$ cat src/rtl/erc_pkg.sv
// Constants, types and register layout of the elevator recall sequencer.
// Summary of operation
// Next-available target with immediate cancel stops at next floor in travel direction.
// A configured floor label becomes the recall destination.
// Among simultaneous switches, the lowest priority number wins.
// Serve-existing disposition keeps earlier car calls so the car answers them.
// Cancel-immediately disposition clears all car calls when recall starts.
// Cancel-at-next-stop clears remaining calls once the next car call is answered.
// In phase one, new calls register only if allowed by the setting.
// With calls answered, phase two runs to the recall floor, rejecting calls.
// Each enabled override makes recall take precedence over that service mode.
// Continuous switch: recall runs only while closed, aborts when it opens.
// Momentary switch: a brief closure runs the full sequence, then normal service.
// After-recall independent service holds until the switch opens.
// Door behaviour applies only at the recall floor with all calls answered.
// Front doors keep closed or open and stay open per setting.
// Timed front doors open, hold the set seconds, then close.
// Rear doors have their own setting, applied the same way.
// Open button works always if selected, else ignored while closed there.
// Open button always works while that side's doors are open.
// A hoistway access input may start recall using a chosen switch's settings.
// Momentary requests are latched; door seconds use a one-second tick.
`default_nettype none
package erc_pkg;

  localparam int N_SWITCH = 6;
  localparam int N_ACCESS = 4;
  localparam int N_SIDE   = 2;
  localparam int FLOOR_W  = 6;
  localparam int SEL_W    = 3;
  localparam int ADDR_W   = 6;

  // One-second door tick at the 40 MHz system clock.
  localparam int TICK_PERIOD_MS = 1000;
  localparam int CLOCK_KHZ      = 40000;
  localparam int TICK_CYCLES    = TICK_PERIOD_MS * CLOCK_KHZ;

  // Byte addresses; switch n sits at OFS_SWITCH0 + 4 * n.
  localparam logic [5:0] OFS_SWITCH0    = 6'h00;
  localparam logic [5:0] OFS_FRONT_DOOR = 6'h18;
  localparam logic [5:0] OFS_REAR_DOOR  = 6'h1C;
  localparam logic [5:0] OFS_STATUS     = 6'h20;

  localparam logic [31:0] SWITCH_RESET = 32'h0000_0000;
  localparam logic [31:0] DOOR_RESET   = 32'h0000_0000;
  localparam logic [31:0] SWITCH_WMASK = 32'h00FF_FFFF;
  localparam logic [31:0] DOOR_WMASK   = 32'h0000_FF07;

  // Car call dispositions.
  localparam logic [1:0] DISP_SERVE     = 2'h0;
  localparam logic [1:0] DISP_IMMEDIATE = 2'h1;
  localparam logic [1:0] DISP_NEXT_STOP = 2'h2;

  // Door behaviours at the recall floor.
  localparam logic [1:0] DOOR_KEEP_CLOSED = 2'h0;
  localparam logic [1:0] DOOR_KEEP_OPEN   = 2'h1;
  localparam logic [1:0] DOOR_TIMED       = 2'h2;

  // Service mode bit positions: attendant, firefighter one and two,
  // medical emergency one and two, independent.
  localparam int MODE_ATTENDANT   = 0;
  localparam int MODE_INDEPENDENT = 5;

  typedef enum logic [2:0] {
    ST_IDLE, ST_PHASE1, ST_PHASE2, ST_AT_FLOOR, ST_INDEP
  } erc_state_type;

  typedef struct packed {
    logic [7:0] reserved;
    logic [2:0] access;
    logic       after_indep;
    logic       momentary;
    logic [5:0] override;
    logic       allow_new;
    logic [1:0] disposition;
    logic [2:0] priority_num;
    logic       next_avail;
    logic [5:0] floor;
  } erc_switch_type;

  typedef struct packed {
    logic [15:0] reserved;
    logic [7:0]  seconds;
    logic [4:0]  reserved_low;
    logic        respond;
    logic [1:0]  mode;
  } erc_door_type;

  typedef struct packed {
    logic [17:0] reserved;
    logic [1:0]  timer_expired;
    logic [5:0]  target;
    logic [2:0]  active_switch;
    logic [2:0]  phase;
  } erc_status_type;

endpackage

`default_nettype wire

$ cat src/rtl/erc_recall_sequencer.sv
// Recall sequencer for one car with an Avalon-MM configuration slave.
//
// The Avalon-MM slave port and the address map were left to the implementer.
`timescale 1ns/100ps
`default_nettype none

module erc_recall_sequencer #(
  parameter int N_FLOORS    = 64,
  parameter int TICK_CYCLES = erc_pkg::TICK_CYCLES
) (
  // Clock and reset
  input  wire logic                              clock,
  input  wire logic                              resetn,
  // Avalon-MM slave
  input  wire logic [erc_pkg::ADDR_W-1:0]        address,
  input  wire logic                              read,
  input  wire logic                              write,
  input  wire logic [3:0]                        byteenable,
  input  wire logic [31:0]                       writedata,
  output logic      [31:0]                       readdata,
  output logic                                   waitrequest,
  // Switch and button pins
  input  wire logic [erc_pkg::N_SWITCH-1:0]      recall_switch,
  input  wire logic                              access_top_up_input,
  input  wire logic                              access_top_down_input,
  input  wire logic                              access_bottom_up_input,
  input  wire logic                              access_bottom_down_input,
  input  wire logic [erc_pkg::N_SIDE-1:0]        door_open_button,
  // Car state from the car controller
  input  wire logic [N_FLOORS-1:0]               car_calls,
  input  wire logic [erc_pkg::FLOOR_W-1:0]       car_floor,
  input  wire logic                              car_moving,
  input  wire logic                              car_up,
  input  wire logic [erc_pkg::N_SIDE-1:0]        door_closed,
  input  wire logic [erc_pkg::N_SIDE-1:0]        door_open,
  input  wire logic [5:0]                        service_mode_active,
  // Recall commands
  output logic                                   recall_active,
  output logic                                   target_valid,
  output logic      [erc_pkg::FLOOR_W-1:0]       target_floor,
  output logic                                   call_cancel_all,
  output logic                                   call_inhibit,
  output logic      [5:0]                        mode_override,
  output logic                                   independent_service,
  // Door commands, index 0 front and 1 rear
  output logic      [erc_pkg::N_SIDE-1:0]        door_open_cmd,
  output logic      [erc_pkg::N_SIDE-1:0]        door_hold_cmd,
  output logic      [erc_pkg::N_SIDE-1:0]        door_close_cmd,
  output logic      [erc_pkg::N_SIDE-1:0]        open_button_enable
);

  localparam int TICK_W = $clog2(TICK_CYCLES + 1);
  localparam int PIN_W  = erc_pkg::N_SWITCH + erc_pkg::N_ACCESS
                          + erc_pkg::N_SIDE;

  if (N_FLOORS < 2 || N_FLOORS > 2 ** erc_pkg::FLOOR_W) begin : g_bad_floors
    $error("N_FLOORS must lie between 2 and 64.");
  end
  if (TICK_CYCLES < 1) begin : g_bad_tick
    $error("TICK_CYCLES must be at least one.");
  end

  // Pin synchroniser; only the second stage is read.
  logic [PIN_W-1:0] pin_meta;
  logic [PIN_W-1:0] pin_sync;
  wire  [PIN_W-1:0] pin_raw = {door_open_button, access_bottom_down_input,
                               access_bottom_up_input, access_top_down_input,
                               access_top_up_input, recall_switch};

  always_ff @(posedge clock or negedge resetn) begin
    if (!resetn) begin
      pin_meta <= '0;
      pin_sync <= '0;
    end else begin
      pin_meta <= pin_raw;
      pin_sync <= pin_meta;
    end
  end

  wire [erc_pkg::N_SWITCH-1:0] switch_sync = pin_sync[5:0];
  wire [erc_pkg::N_ACCESS-1:0] access_sync = pin_sync[9:6];
  wire [erc_pkg::N_SIDE-1:0]   button_sync = pin_sync[11:10];

  // Bus slave: one wait state, then the access completes.
  logic        ack;
  logic [31:0] read_word;
  wire         request   = read | write;
  wire         write_go  = write & ack;
  wire [2:0]   sw_index  = address[4:2];
  wire         aligned   = address[1:0] == 2'h0;
  wire         is_switch = aligned && address < erc_pkg::OFS_FRONT_DOOR;
  wire         is_front  = address == erc_pkg::OFS_FRONT_DOOR;
  wire         is_rear   = address == erc_pkg::OFS_REAR_DOOR;
  wire         is_status = address == erc_pkg::OFS_STATUS;
  wire [31:0]  be_mask   = {{8{byteenable[3]}}, {8{byteenable[2]}},
                            {8{byteenable[1]}}, {8{byteenable[0]}}};

  assign waitrequest = request & ~ack;

  always_ff @(posedge clock or negedge resetn) begin
    if (!resetn) begin
      ack      <= 1'b0;
      readdata <= 32'h0000_0000;
    end else begin
      ack <= request & ~ack;
      if (read && !ack) begin
        readdata <= read_word;
      end
    end
  end

  // Configuration and sequencer state.
  logic [31:0]             sw_word   [erc_pkg::N_SWITCH];
  erc_pkg::erc_switch_type sw_cfg    [erc_pkg::N_SWITCH];
  logic [31:0]             door_word [erc_pkg::N_SIDE];
  erc_pkg::erc_door_type   door_cfg  [erc_pkg::N_SIDE];
  logic [erc_pkg::N_SWITCH-1:0] live;
  logic [erc_pkg::N_SWITCH-1:0] latch;
  logic [erc_pkg::N_SWITCH-1:0] effective;
  logic [erc_pkg::N_SIDE-1:0]   expired;
  logic [erc_pkg::N_SIDE-1:0]   side_done;
  logic [7:0]                   timer [erc_pkg::N_SIDE];

  erc_pkg::erc_state_type      state;
  erc_pkg::erc_state_type      next_state;
  logic [erc_pkg::SEL_W-1:0]   cur;
  logic [erc_pkg::SEL_W-1:0]   next_cur;
  logic [erc_pkg::FLOOR_W-1:0] next_target;
  logic                        next_cancel;
  logic                        best_valid;
  logic [erc_pkg::SEL_W-1:0]   best_idx;
  logic [2:0]                  best_prio;
  logic [TICK_W-1:0]           tick_cnt;

  erc_pkg::erc_switch_type cur_cfg;
  erc_pkg::erc_switch_type best_cfg;
  erc_pkg::erc_switch_type next_cfg;
  assign cur_cfg  = sw_cfg[cur];
  assign best_cfg = sw_cfg[best_idx];
  assign next_cfg = sw_cfg[next_cur];

  wire cur_live     = live[cur];
  wire cur_eff      = effective[cur];
  wire car_stopped  = ~car_moving;
  wire calls_clear  = car_calls == '0;
  wire call_here    = int'(car_floor) < N_FLOORS && car_calls[car_floor];
  wire at_floor     = state == erc_pkg::ST_AT_FLOOR;
  wire enter_at     = !at_floor && next_state == erc_pkg::ST_AT_FLOOR;
  wire leave_recall = state != erc_pkg::ST_IDLE
                      && next_state == erc_pkg::ST_IDLE;
  wire tick         = tick_cnt == TICK_W'(TICK_CYCLES - 1);
  wire top_floor    = int'(car_floor) >= N_FLOORS - 1;

  always_comb begin
    read_word = 32'h0000_0000;
    if (is_switch) begin
      read_word = sw_word[sw_index];
    end else if (is_front || is_rear) begin
      read_word = door_word[is_rear];
    end else if (is_status) begin
      read_word = {18'h0_0000, expired, target_floor, cur, 3'(state)};
    end
  end

  // Per switch: configuration word, access routing and request latch.
  for (genvar i = 0; i < erc_pkg::N_SWITCH; i++) begin : g_switch
    wire [2:0] acc     = sw_cfg[i].access;
    wire       acc_hit = acc != 3'h0 && acc <= 3'h4
                         && access_sync[2'(acc - 3'h1)];

    assign sw_cfg[i]    = erc_pkg::erc_switch_type'(sw_word[i]);
    assign live[i]      = switch_sync[i] | acc_hit;
    assign effective[i] = sw_cfg[i].momentary ? live[i] | latch[i]
                                              : live[i];

    always_ff @(posedge clock or negedge resetn) begin
      if (!resetn) begin
        sw_word[i] <= erc_pkg::SWITCH_RESET;
        latch[i]   <= 1'b0;
      end else begin
        if (write_go && is_switch && sw_index == 3'(i)) begin
          sw_word[i] <= (sw_word[i] & ~be_mask)
                        | (writedata & be_mask & erc_pkg::SWITCH_WMASK);
        end
        // A new closure wins over the completion that clears it.
        if (sw_cfg[i].momentary && live[i]) begin
          latch[i] <= 1'b1;
        end else if (leave_recall && cur == 3'(i)) begin
          latch[i] <= 1'b0;
        end
      end
    end
  end

  // Lowest priority number wins; equal numbers go to the lower switch.
  always_comb begin
    best_valid = 1'b0;
    best_idx   = '0;
    best_prio  = 3'h7;
    for (int i = 0; i < erc_pkg::N_SWITCH; i++) begin
      if (effective[i] && (!best_valid || sw_cfg[i].priority_num < best_prio))
      begin
        best_valid = 1'b1;
        best_idx   = 3'(i);
        best_prio  = sw_cfg[i].priority_num;
      end
    end
  end

  // Sequencer: phase one serves calls, phase two runs to the recall floor.
  always_comb begin
    next_state  = state;
    next_cur    = cur;
    next_target = target_floor;
    next_cancel = 1'b0;
    case (state)
      erc_pkg::ST_IDLE: begin
        if (best_valid) begin
          next_state  = erc_pkg::ST_PHASE1;
          next_cur    = best_idx;
          next_target = best_cfg.floor;
          if (best_cfg.disposition == erc_pkg::DISP_IMMEDIATE) begin
            next_cancel = 1'b1;
            if (best_cfg.next_avail && car_moving) begin
              if (car_up && !top_floor) begin
                next_target = car_floor + 6'h01;
              end else if (!car_up && car_floor != 6'h00) begin
                next_target = car_floor - 6'h01;
              end else begin
                next_target = car_floor;
              end
            end else if (best_cfg.next_avail) begin
              next_target = car_floor;
            end
          end
        end
      end
      erc_pkg::ST_PHASE1: begin
        // Cancel-at-next-stop clears all calls when the car stops at a car call.
        if (cur_cfg.disposition == erc_pkg::DISP_NEXT_STOP
            && car_stopped && call_here) begin
          next_cancel = 1'b1;
        end
        if (calls_clear) begin
          next_state = erc_pkg::ST_PHASE2;
          if (cur_cfg.next_avail
              && cur_cfg.disposition != erc_pkg::DISP_IMMEDIATE) begin
            next_target = car_floor;
          end
        end
      end
      erc_pkg::ST_PHASE2: begin
        if (car_stopped && car_floor == target_floor) begin
          next_state = erc_pkg::ST_AT_FLOOR;
        end
      end
      erc_pkg::ST_AT_FLOOR: begin
        if (&side_done) begin
          if (cur_cfg.after_indep) begin
            next_state = erc_pkg::ST_INDEP;
          end else if (cur_cfg.momentary) begin
            next_state = erc_pkg::ST_IDLE;
          end
        end
      end
      erc_pkg::ST_INDEP: begin
        if (!cur_live) begin
          next_state = erc_pkg::ST_IDLE;
        end
      end
      default: begin
        next_state = erc_pkg::ST_IDLE;
      end
    endcase
    if (state != erc_pkg::ST_IDLE && !cur_eff) begin
      next_state = erc_pkg::ST_IDLE;
    end
  end

  wire next_active  = next_state != erc_pkg::ST_IDLE;
  wire next_inhibit = next_state == erc_pkg::ST_PHASE2
                      || next_state == erc_pkg::ST_AT_FLOOR
                      || (next_state == erc_pkg::ST_PHASE1
                          && !next_cfg.allow_new);
  wire next_valid   = next_state == erc_pkg::ST_PHASE2
                      || next_state == erc_pkg::ST_AT_FLOOR;

  always_ff @(posedge clock or negedge resetn) begin
    if (!resetn) begin
      state               <= erc_pkg::ST_IDLE;
      cur                 <= '0;
      target_floor        <= '0;
      recall_active       <= 1'b0;
      target_valid        <= 1'b0;
      call_cancel_all     <= 1'b0;
      call_inhibit        <= 1'b0;
      mode_override       <= '0;
      independent_service <= 1'b0;
    end else begin
      state               <= next_state;
      cur                 <= next_cur;
      target_floor        <= next_target;
      recall_active       <= next_active;
      target_valid        <= next_valid;
      call_cancel_all     <= next_cancel;
      call_inhibit        <= next_inhibit;
      mode_override       <= next_active ? next_cfg.override
                                           & service_mode_active
                                         : 6'h00;
      independent_service <= next_state == erc_pkg::ST_INDEP;
    end
  end

  // Door tick restarts on arrival so the first second is a full one.
  always_ff @(posedge clock or negedge resetn) begin
    if (!resetn) begin
      tick_cnt <= '0;
    end else if (enter_at || tick) begin
      tick_cnt <= '0;
    end else begin
      tick_cnt <= tick_cnt + TICK_W'(1);
    end
  end

  // Per door side: configuration, open timer and commands.
  for (genvar s = 0; s < erc_pkg::N_SIDE; s++) begin : g_side
    wire timed     = door_cfg[s].mode == erc_pkg::DOOR_TIMED;
    wire btn_ok    = !at_floor || door_cfg[s].respond
                     || !door_closed[s];
    wire want_open = at_floor
                     && (door_cfg[s].mode == erc_pkg::DOOR_KEEP_OPEN
                         || (timed && !expired[s])
                         || (button_sync[s] && btn_ok));

    assign door_cfg[s]  = erc_pkg::erc_door_type'(door_word[s]);
    assign side_done[s] = !timed || (expired[s] && door_closed[s]);

    always_ff @(posedge clock or negedge resetn) begin
      if (!resetn) begin
        door_word[s]          <= erc_pkg::DOOR_RESET;
        timer[s]              <= 8'h00;
        expired[s]            <= 1'b0;
        door_open_cmd[s]      <= 1'b0;
        door_hold_cmd[s]      <= 1'b0;
        door_close_cmd[s]     <= 1'b0;
        open_button_enable[s] <= 1'b1;
      end else begin
        if (write_go && (s == 0 ? is_front : is_rear)) begin
          door_word[s] <= (door_word[s] & ~be_mask)
                          | (writedata & be_mask & erc_pkg::DOOR_WMASK);
        end
        if (enter_at) begin
          timer[s]   <= door_cfg[s].seconds;
          expired[s] <= door_cfg[s].seconds == 8'h00;
        end else if (at_floor && timed && !expired[s] && door_open[s]
                     && tick) begin
          timer[s]   <= timer[s] - 8'h01;
          expired[s] <= timer[s] <= 8'h01;
        end
        door_open_cmd[s]      <= want_open && !door_open[s];
        door_hold_cmd[s]      <= want_open && door_open[s];
        door_close_cmd[s]     <= at_floor && !want_open;
        open_button_enable[s] <= btn_ok;
      end
    end
  end

  property p_bus_answer;
    @(posedge clock) disable iff (!resetn)
      request |-> ##[0:1] !waitrequest;
  endproperty
  a_bus_answer: assert property (p_bus_answer)
    else $error("Bus request not answered within one wait state.");

  property p_cancel_start;
    @(posedge clock) disable iff (!resetn)
      state == erc_pkg::ST_IDLE && best_valid
      && best_cfg.disposition == erc_pkg::DISP_IMMEDIATE |=> call_cancel_all;
  endproperty
  a_cancel_start: assert property (p_cancel_start)
    else $error("Immediate disposition did not cancel calls.");

  property p_cancel_next;
    @(posedge clock) disable iff (!resetn)
      state == erc_pkg::ST_PHASE1 && car_stopped && call_here
      && cur_cfg.disposition == erc_pkg::DISP_NEXT_STOP
      && cur_eff |=> call_cancel_all;
  endproperty
  a_cancel_next: assert property (p_cancel_next)
    else $error("Calls not cancelled at the next car call stop.");

  property p_pick;
    @(posedge clock) disable iff (!resetn)
      state == erc_pkg::ST_IDLE && best_valid
      |=> cur == $past(best_idx) && state == erc_pkg::ST_PHASE1;
  endproperty
  a_pick: assert property (p_pick)
    else $error("Recall did not start on the best switch.");

  property p_phase_two;
    @(posedge clock) disable iff (!resetn)
      state == erc_pkg::ST_PHASE1 && calls_clear && cur_eff
      |=> state == erc_pkg::ST_PHASE2 ##0 call_inhibit;
  endproperty
  a_phase_two: assert property (p_phase_two)
    else $error("Phase two not entered with calls inhibited.");

  property p_first_inhibit;
    @(posedge clock) disable iff (!resetn)
      state == erc_pkg::ST_PHASE1 && !cur_cfg.allow_new |-> call_inhibit;
  endproperty
  a_first_inhibit: assert property (p_first_inhibit)
    else $error("New calls accepted in phase one against the setting.");

  property p_abort;
    @(posedge clock) disable iff (!resetn)
      state != erc_pkg::ST_IDLE && !cur_cfg.momentary && !cur_live
      |=> state == erc_pkg::ST_IDLE && !recall_active;
  endproperty
  a_abort: assert property (p_abort)
    else $error("Continuous recall did not abort when the switch opened.");

  property p_indep;
    @(posedge clock) disable iff (!resetn)
      state == erc_pkg::ST_INDEP && !cur_live
      |=> state == erc_pkg::ST_IDLE && !independent_service;
  endproperty
  a_indep: assert property (p_indep)
    else $error("Independent service kept after the switch opened.");

  property p_keep_open;
    @(posedge clock) disable iff (!resetn)
      at_floor && door_cfg[0].mode == erc_pkg::DOOR_KEEP_OPEN
      |=> door_open_cmd[0] || door_hold_cmd[0];
  endproperty
  a_keep_open: assert property (p_keep_open)
    else $error("Front doors not opened under keep-open.");

  property p_button_open;
    @(posedge clock) disable iff (!resetn)
      !door_closed[1] |=> open_button_enable[1];
  endproperty
  a_button_open: assert property (p_button_open)
    else $error("Rear open button disabled while doors open.");

  property p_override;
    @(posedge clock) disable iff (!resetn)
      !recall_active |-> mode_override == 6'h00;
  endproperty
  a_override: assert property (p_override)
    else $error("Service mode overridden while recall idle.");

endmodule

`default_nettype wire

$ cat config.mk
export PLATFORM = sky130hd
export DESIGN_NAME = erc_recall_sequencer
export DESIGN_NICKNAME = d
export VERILOG_FILES = /design/src/rtl/erc_pkg.sv /design/src/rtl/erc_recall_sequencer.sv
export SDC_FILE = /design/constraint.sdc
export NUM_CORES = 1
export LEC_CHECK = 0
export BUFFER_PORTS_ARGS = -buffer_cell sky130_fd_sc_hd__buf_2
export CORE_ASPECT_RATIO = 0.5
export CORE_MARGIN = 1.5
export CORE_UTILIZATION = 55
export CTS_CLUSTER_DIAMETER = 80
export DETAILED_ROUTE_END_ITERATION = 6
export PLACE_DENSITY = 0.8
export SYNTH_ARGS = -nofsm -noshare
export SYNTH_HDL_FRONTEND = slang
export SYNTH_SLANG_ARGS = --single-unit
$ cat constraint.sdc
create_clock -name clock -period 9 [get_ports clock]
set_clock_uncertainty 0.05 [all_clocks]
set_input_delay 0.9 -clock clock [delete_from_list [all_inputs] [get_ports clock]]
set_output_delay 0.9 -clock clock [all_outputs]
set_load 0.1 [all_outputs]
=== Word level (Yosys, flattened, before mapping) ===
Cells that the tools add are included.

* Bits in registers: 394
* Input bits: 140
* Output and inout bits: 58

* $add $sub $neg: 11
* Order comparisons: 28
* Eq/ne operators: 33
* Multiplexer cells: 104
* Bitwise operators: 41
* Reduce and logical (&&, ||, !) cells: 141

{| class="wikitable"
|+ Operator list
! operator !! count
|-
| $bmux 32 s3 || 4
|-
| $and 32x32->32 || 8
|-
| $mux 32 || 7
|-
| $or 32x24->32 || 6
|-
| $logic_and 1x1->1 || 73
|-
| $logic_not 64->1 || 1
|-
| $or 32x16->32 || 2
|-
| $mux 3 || 19
|-
| $mux 6 || 9
|-
| $mux 21 || 2
|-
| $mux 1 || 41
|-
| $mux 19 || 2
|-
| $mux 8 || 4
|-
| $not 32->32 || 1
|-
| $add 26x1->26 const B || 1
|-
| $eq 26x26->1 const B || 1
|-
| $mux 26 || 1
|-
| $and 24x24->24 || 1
|-
| $eq 3x2->1 const B || 8
|-
| $mux 12 || 2
|-
| $reduce_bool 3->1 || 8
|-
| $logic_not 1->1 || 21
|-
| $logic_or 1x1->1 || 19
|-
| $eq 3x3->1 const B || 6
|-
| 42 further kinds || 111
|}

=== Longest topological paths before layout ===
Gate-level depths: netlist of the first run.

* Depth in word-level cells: 37
* Depth in mapped cells: 44
* Depth with buffers taken out: 41

=== Least setup slack after synthesis of the first run ===
Ideal clock, no wire load.

* Kind: register to register
* From: reg (tool-made name)
* To: reg mode_override[4]
* Setup time: 120 ps
* Arrival: 7,684 ps
* Required time: 8,830 ps
* Setup slack: 1,147 ps
* Cell stages (with the launch flop): 39
* Path through: dfrtp_1 inv_1 ha_1 nor2b_1 a32oi_1 nand2_1 clkbuf_1 nor2_1 ha_1 a21oi_1 o21ai_0 a21oi_1 inv_1 ha_1 a21boi_0 a311oi_1 nand2_1 o21ai_0 (+3 left out) a32o_1 a21o_1 mux2i_1 ha_1 a2111o_1 o31ai_4 a21oi_1 ha_1 and3_1 o31a_1 o31ai_4 o2bb2ai_2 mux2i_2 buf_6 mux4_2 nand2_1 o21ai_0 and3_1

{| class="wikitable"
|+ RTL lines
! what !! line !! source
|-
| end signal, assigned || erc_recall_sequencer.sv:307 || <nowiki>mode_override <= next_active ? next_cfg.override</nowiki>
|-
| end, declared || erc_recall_sequencer.sv:43 || <nowiki>output logic [5:0] mode_override,</nowiki>
|}

==> results summary, run 1 <==
Synthesis inferred 394 register bits. The hold violation total from the final report is 0. The standard cell with the maximum stage delay on the critical path is sky130_fd_sc_hd__a2111o_1. When the netlist entered floorplanning its net count stood at 1885. STA classifies the critical path endpoint as a register. The slew of the pin with the lowest slew margin came out at 1.07 ns. The period utilization came out at 93.4%. The largest total area in the synthesized netlist belongs to sky130_fd_sc_hd__dfrtp_1.

The critical-path maximum fanout came out at 14. The area of the die came out at 37500 um^2. The number of enable-type register cells in the synthesized netlist came out at 0. By count the netlist is led by sky130_fd_sc_hd__dfrtp_1 (392), sky130_fd_sc_hd__mux2_2 (181), sky130_fd_sc_hd__nand2_1 (127), sky130_fd_sc_hd__nor2_1 (97), sky130_fd_sc_hd__and2_1 (94). The worst supply voltage drop on vdd came out at 146 uV.

The number of core rows came out at 49. The sum of routed wire length over all layers came out at 52.2 mm. The top-level I/O count came out at 198. The number of I/O port buffers came out at 189. Synthesis produced 1724 cells. The final net count is 2055. Sequential elements use 49.4% of the synthesized area. By area the synthesized netlist is led by sky130_fd_sc_hd__dfrtp_1 (49%), sky130_fd_sc_hd__mux2_2 (10%), sky130_fd_sc_hd__mux4_2 (8.1%). The critical path required time is 9.38 ns. The global-route usage over all layers is 27.7%. The synthesized cell area is 20000 um^2. Measured against its own limit, the worst slew margin works out to 27.9%.

The worst hold path terminates at pin_sync[2]. Among all cell types in the netlist, the one instantiated most often is sky130_fd_sc_hd__dfrtp_1. The number of failing setup endpoints in the final timing report came out at 0. The largest buffer count on any clock path is 3. The average size of a mapped cell is 11.6 um^2. The core region is 35900 um^2. The TritonCTS clock tree is done. The time the worst path needs with I/O delays and setup is 8.40 ns. The number of antenna violations at the first check in global routing came out at 3. The worst hold path stage count came out at 0.

Using the TritonRoute via totals, the vias-per-cell ratio works out to 6.18. After detailed placement, the design holds a cell count of 2339. The number of pins with negative max-slew slack in the final report is 0. The worst register-to-register path ends at target_floor[3]. The initial core utilization came out at 55.7%. The number of sinks driven by the clock tree came out at 394. The flow ran to the end, and the final reports show no timing, DRC or antenna violations. The number of detailed-routing iterations run before antenna repair came out at 6. The register-to-register setup slack is 0.60 ns. The Yosys warning count is 0. Once detail routing completed, the nets flagged for antenna violations numbered 0. The power per cell area came out at 210 nW/um^2. The H-tree was split into 2 levels. Entering global routing, the biggest net connects 150 pins. The number of remaining DRC errors is 0.

The first global-routing pass estimated 80.9 mm of wire. The average routed wire per standard cell is 21.7 um. The die span in x is 273 um.

The start-to-end type of the worst setup path is register to register. The total half-perimeter wirelength after legalization and detailed placement came out at 35.9 mm. The share of Yosys cell area claimed by the top area cell type is 49.1%. The clock transition time at the flip-flop clock pins of the worst setup and hold paths is 0.07 ns. For the worst setup path, the data arrival time is 8.79 ns. The cell chosen for the clock root is sky130_fd_sc_hd__clkbuf_16.

The cell that appears most often on the critical path is sky130_fd_sc_hd__ha_1. The DRC violation total after the first TritonRoute iteration came out at 1468. The layout-stage area growth over the synthesis result is 13.7%.

The startpoint identified for the worst hold timing path is pin_meta[2]. The total congestion overflow after global routing came out at 0. The worst hold slack is 0.300 ns. The highest attainable clock frequency is 119 MHz. STA classifies the critical path startpoint as a register. The number of buffers created by CTS is 36. For this run, the number of standard cells in the final layout without fillers is 2407. The number of global-route vias before repair is 14700.

The tool flagged a number of max-cap violations equal to 0. The cell count of the worst reg-to-reg path came out at 36. The leakage power came out at 10.7 nW. The number of distinct library cells after synthesis came out at 81. The total number of vias came out at 14900.

The fraction of registers with async set/reset is 100%. The stage delay of the slowest cell on the critical path is 0.48 ns. The insertion delay to the later sink of the worst-skew pair is 0.53 ns. The final weighted congestion of routability-driven global placement came out at 0.935. The commonest register cell after synthesis is sky130_fd_sc_hd__dfrtp_1. The worst hold path belongs to the class register to register.

The die outline height came out at 138 um. Of the cells placed in the final design, the portion with a size suffix greater than 1 is 28.7%.
## repair_timing
action,in CTS,in global routing
endpoints found under the hold margin,0,0
resized for setup,0,5
hold buffers,0,0
buffers inserted,0,1
endpoints found under the setup margin,0,14
## layout make-up
cell class / instances / area [um^2]
fillers: 2733 / 13200
flip-flops and latches: 394 / 9860
multi-input cells: 1180 / 9580
repair buffers: 210 / 1130
clock buffers: 55 / 1110
well taps: 484 / 606
inverters: 72 / 270
clock inverters: 9 / 141
diodes: 3 / 7.51
## worst max path at each step
stage / startpoint / end / slack, ns
final: register / target_floor[3] / 0.60
after floorplan: register / mode_override[4] / 1.15
after global placement: register / target_floor[3] / 0.54
after CTS: register / target_floor[3] / 0.29
after detailed placement: register / target_floor[3] / 0.33
after global routing: register / target_floor[3] / -0.007
## kinds of logic (layout without fill, tap and decap cells)
kind of cell	Yosys count	in the layout	synth area share [%]
XOR/XNOR	48	48	2.10
buffers and inverters	150	346	2.90
flip-flops	394	394	49.4
other	0	3	0
adder cells (fa/ha/maj)	23	23	1.42
multiplexers	336	336	22.5
AND/OR/NAND/NOR	483	483	12.1
AO/OA/AOI/OAI	290	290	9.58
## layout by cell type (no fill, tap or decap), types with 29 or more instances in the layout
master and count:
sky130_fd_sc_hd__o22ai_1 37, sky130_fd_sc_hd__and2_1 93, sky130_fd_sc_hd__nand2_1 127, sky130_fd_sc_hd__mux2i_1 82
sky130_fd_sc_hd__xnor2_1 29, sky130_fd_sc_hd__a21oi_1 70, sky130_fd_sc_hd__nor2_1 97, sky130_fd_sc_hd__inv_1 72
sky130_fd_sc_hd__nor4_1 29, sky130_fd_sc_hd__mux4_2 72, sky130_fd_sc_hd__clkbuf_16 36, sky130_fd_sc_hd__o21ai_0 78
sky130_fd_sc_hd__mux2_2 181, sky130_fd_sc_hd__nand3_1 33, sky130_fd_sc_hd__dfrtp_1 392, sky130_fd_sc_hd__buf_2 187
## routing by layer
metal  wire length, um  track usage (%)  share of wire (%)  vias to the layer above
met1             22500             39.3                 43                     7572
met5                12                0              0.023                        -
met2             24200             43.7                 46                      616
met4              1350             8.40                2.6                        2
li1                  -                -                  -                     6592
met3              4110             5.40                7.9                      104
## where the power goes
part	total (W)	switching, W	internal, W
logic	0.00116	0.000755	0.000405
registers	0.00199	0.000131	0.00186
clock network	0.00162	0.000675	0.000943
total	0.00477	0.00156	0.00321
## worst max-delay path, delay by kind of cell, from the launching register on
| family | cells | cell delay [ns] |
|---|---|---|
| AO/OA/AOI/OAI | 14 | 3.45 |
| adder cells (fa/ha/maj) | 6 | 1.76 |
| flip-flops | 1 | 0.43 |
| AND/OR/NAND/NOR | 10 | 1.60 |
| multiplexers | 2 | 0.41 |
| buffers and inverters | 4 | 0.62 |
## per-stage QoR
stage / power (W) / setup WS (ns) / instance area [um^2] / util [%] / setup TNS [ns]
6_report: 0.00477 / 0.597 / 22700 / 63.3 / 0
2_1_floorplan: 0.00280 / 1.15 / 20000 / - / 0
4_1_cts: 0.00475 / 0.287 / 22700 / 63.2 / 0
3_3_place_gp: 0.00311 / 0.537 / 21400 / 59.7 / 0
3_5_place_dp: 0.00314 / 0.327 / 21400 / 59.7 / 0
5_1_grt: 0.00493 / -0.00713 / 22700 / 63.3 / -0.00713
No activity file was read; power rests on OpenSTA's default activity.
==> run 2: changes to the inputs <==
CTS_CLUSTER_DIAMETER = default   (was 80)
REMOVE_ABC_BUFFERS = 1   (was default)
==> run 2 against run 1 <==
Against the previous run: the flow now finishes with violations (design-rule violations); die area stayed put; flip-flop and latch count stayed put; register-to-register slack worse by 0.04 ns; global-route usage is 0.18 points lower; first-iteration DRC count is 6.9% higher.
==> results summary, run 2 (synthesis gave the netlist of run 1 again) <==
The top-level I/O count is 198 (unchanged). The count of nets left with antenna violations after detail routing is 0 (unchanged). The total congestion overflow after global routing is 0 (unchanged).

The die outline height is 138 um (unchanged). The layout cell share with drive strength beyond 1 came out at 28.8% (was 28.7%). The number of pins with negative max-slew slack in the final report is 0 (unchanged). The core footprint came out at 35900 um^2 (unchanged).

The endpoint arrival time on the critical path came out at 8.82 ns (was 8.79 ns). The TritonCTS clock tree is done (unchanged). The number of global-route vias before repair is 14400 (was 14700). The startpoint type of the worst setup path is a register (unchanged). The leakage power came out at 10.8 nW (was 10.7 nW). The slew of the pin with the lowest slew margin came to 1.17 ns (was 1.07 ns). The number of failing setup endpoints in the final timing report was 0 (unchanged). The hold violation total from the final report is 0 (unchanged). The number of core rows is 49 (unchanged). The global-route usage over all layers came out at 27.5% (was 27.7%). The first-pass GRT wire length came out at 79.8 mm (was 80.9 mm).

The largest buffer count on any clock path is 3 (unchanged). The critical-path maximum fanout is 15 (was 14). The insertion delay to the later sink of the worst-skew pair came out at 0.54 ns (was 0.53 ns). The layout-stage area growth over the synthesis result came out at 13.9% (was 13.7%).

The DRC violation total after the first TritonRoute iteration came out at 1570 (was 1468). The number of detailed-routing iterations run before antenna repair is 7 (was 6). The worst max-slew margin expressed relative to the limit was 21.9% (was 27.9%). The standard cell with the maximum stage delay on the critical path is sky130_fd_sc_hd__mux4_2 (was sky130_fd_sc_hd__a2111o_1). The cell chosen for the clock root was sky130_fd_sc_hd__clkbuf_16 (unchanged).

The area of the die is 37500 um^2 (unchanged). The worst min-delay path class is input port to asynchronous set/reset pin (was register to register). Setup repair after global routing left no endpoint under its margin. The fill cell instance count of the final layout is 2636 (was 2733). The total negative setup slack came out at 0 ns (unchanged). The endpoint kind of the worst setup timing path is a register (unchanged). The sum of routed wire length over all layers came out at 52.0 mm (was 52.2 mm). The average routed wire per standard cell is 21.5 um (was 21.7 um). The total half-perimeter wirelength after legalization and detailed placement was 35.0 mm (was 35.9 mm). The period utilization is 93.9% (was 93.4%). The total number of vias came out at 14900 (about the same). The most common cell after layout, fill and taps aside is sky130_fd_sc_hd__dfrtp_1 (unchanged). Status: complete, but fails checks (was complete, no violations).

The stage delay of the slowest cell on the critical path came out at 0.52 ns (was 0.48 ns). The die span in x came out at 273 um (unchanged). The clock transition time at the flip-flop clock pins of the worst setup and hold paths was 0.07 ns (about the same). The highest attainable clock frequency came to 118 MHz (was 119 MHz). The maximum level of the CTS H-tree came out at 2 (unchanged). The final reports fail on design-rule violations. The initial core utilization came to 55.7% (unchanged). The number of sinks driven by the clock tree is 394 (unchanged). The critical path required time is 9.38 ns (about the same). The final standard cell utilization of the core came out at 63.5% (was 63.3%). The number of I/O port buffers is 189 (unchanged). Top library cells by usage in the layout, fill and taps aside: sky130_fd_sc_hd__dfrtp_1 (392), sky130_fd_sc_hd__buf_2 (187), sky130_fd_sc_hd__mux2_2 (181) (unchanged).

The time the worst path needs with I/O delays and setup was 8.45 ns (was 8.40 ns). The detailed-route vias per instance was 6.15 (was 6.18). The power per cell area is 210 nW/um^2 (about the same). The number of buffers created by CTS came out at 37 (was 36). The worst supply voltage drop on vdd is 115 uV (was 146 uV).

The start-to-end type of the worst setup path is register to register (unchanged). The final net count is 2064 (was 2055). The count of max-cap constraint violations is 0 (unchanged). The number of antenna violations at the first check in global routing is 2 (was 3). The most numerous cell on the critical path is sky130_fd_sc_hd__ha_1 (unchanged). The maximum number of pins on one net before global-route repair came to 176 (was 150). The number of remaining DRC errors is 13 (was 0). The final weighted congestion of routability-driven global placement is 0.905 (was 0.935).
==> run 2: repair_timing <==
action	in CTS	in global routing
hold buffers	0	0
endpoints found under the setup margin	0	13
resized for setup	0	8
setup buffers	0	7
==> run 2: where the power goes <==
part | switching [W] | internal, W | total, W
clock network | 0.000688 | 0.000908 | 0.00160
registers | 0.000116 | 0.00186 | 0.00197
logic | 0.000764 | 0.000434 | 0.00120
==> run 2: through the flow <==
stage	setup slack [ns]	instance area, um^2	total power [W]	instances	hold WS (ns)
after floorplan	0.796	19700	0.00275	1646	0.281
after global placement	0.704	21400	0.00311	2341	0.282
after detailed placement	0.574	21400	0.00313	2341	0.292
after CTS	0.455	22700	0.00472	2408	0.299
after global routing	0.0171	22700	0.00494	2416	0.305
final	0.553	22800	0.00477	2419	0.296
==> run 2: final cells by class <==
class	instances	area (um^2)	share of cell area, %
inverter	72	270	1.19
tap	484	606	2.66
timing repair buffer	218	1200	5.27
sequential	394	9860	43.3
clock buffer	54	1090	4.80
multi-input combinational	1180	9580	42.1
antenna	4	10.0	0.0440
clock inverter	13	134	0.588
==> run 2: worst paths after layout <==
kind	depth (start not counted)	to	slack, ns
setup / recovery	38	mode_override[5]	0.55
hold / removal	1	readdata[0]	0.30
setup reg to reg	38	mode_override[5]	0.55
hold reg to reg	0	pin_sync[0]	0.30
max in group asynchronous	2	tick_cnt[5]	7.25
min in group clock	0	pin_sync[0]	0.30
==> run 2: worst max-delay path: cells and delay by family (launching register included) <==
kind / cells / cell delay [ns]
AOI/OAI and AO/OA: 16 / 3.51
adders and majority gates: 6 / 1.58
buffers and inverters: 5 / 0.61
DFF: 1 / 0.43
muxes: 3 / 0.98
and+or+nand+nor: 8 / 1.18
==> run 2: per-layer routing <==
metal | vias up | GRT usage [%] | wire length [um]
met3 | 95 | 4.91 | 4010
met1 | 7573 | 39.8 | 22400
met2 | 591 | 43.0 | 24500
li1 | 6617 | - | -
met4 | 0 | 7.84 | 1170
met5 | - | 0 | 0
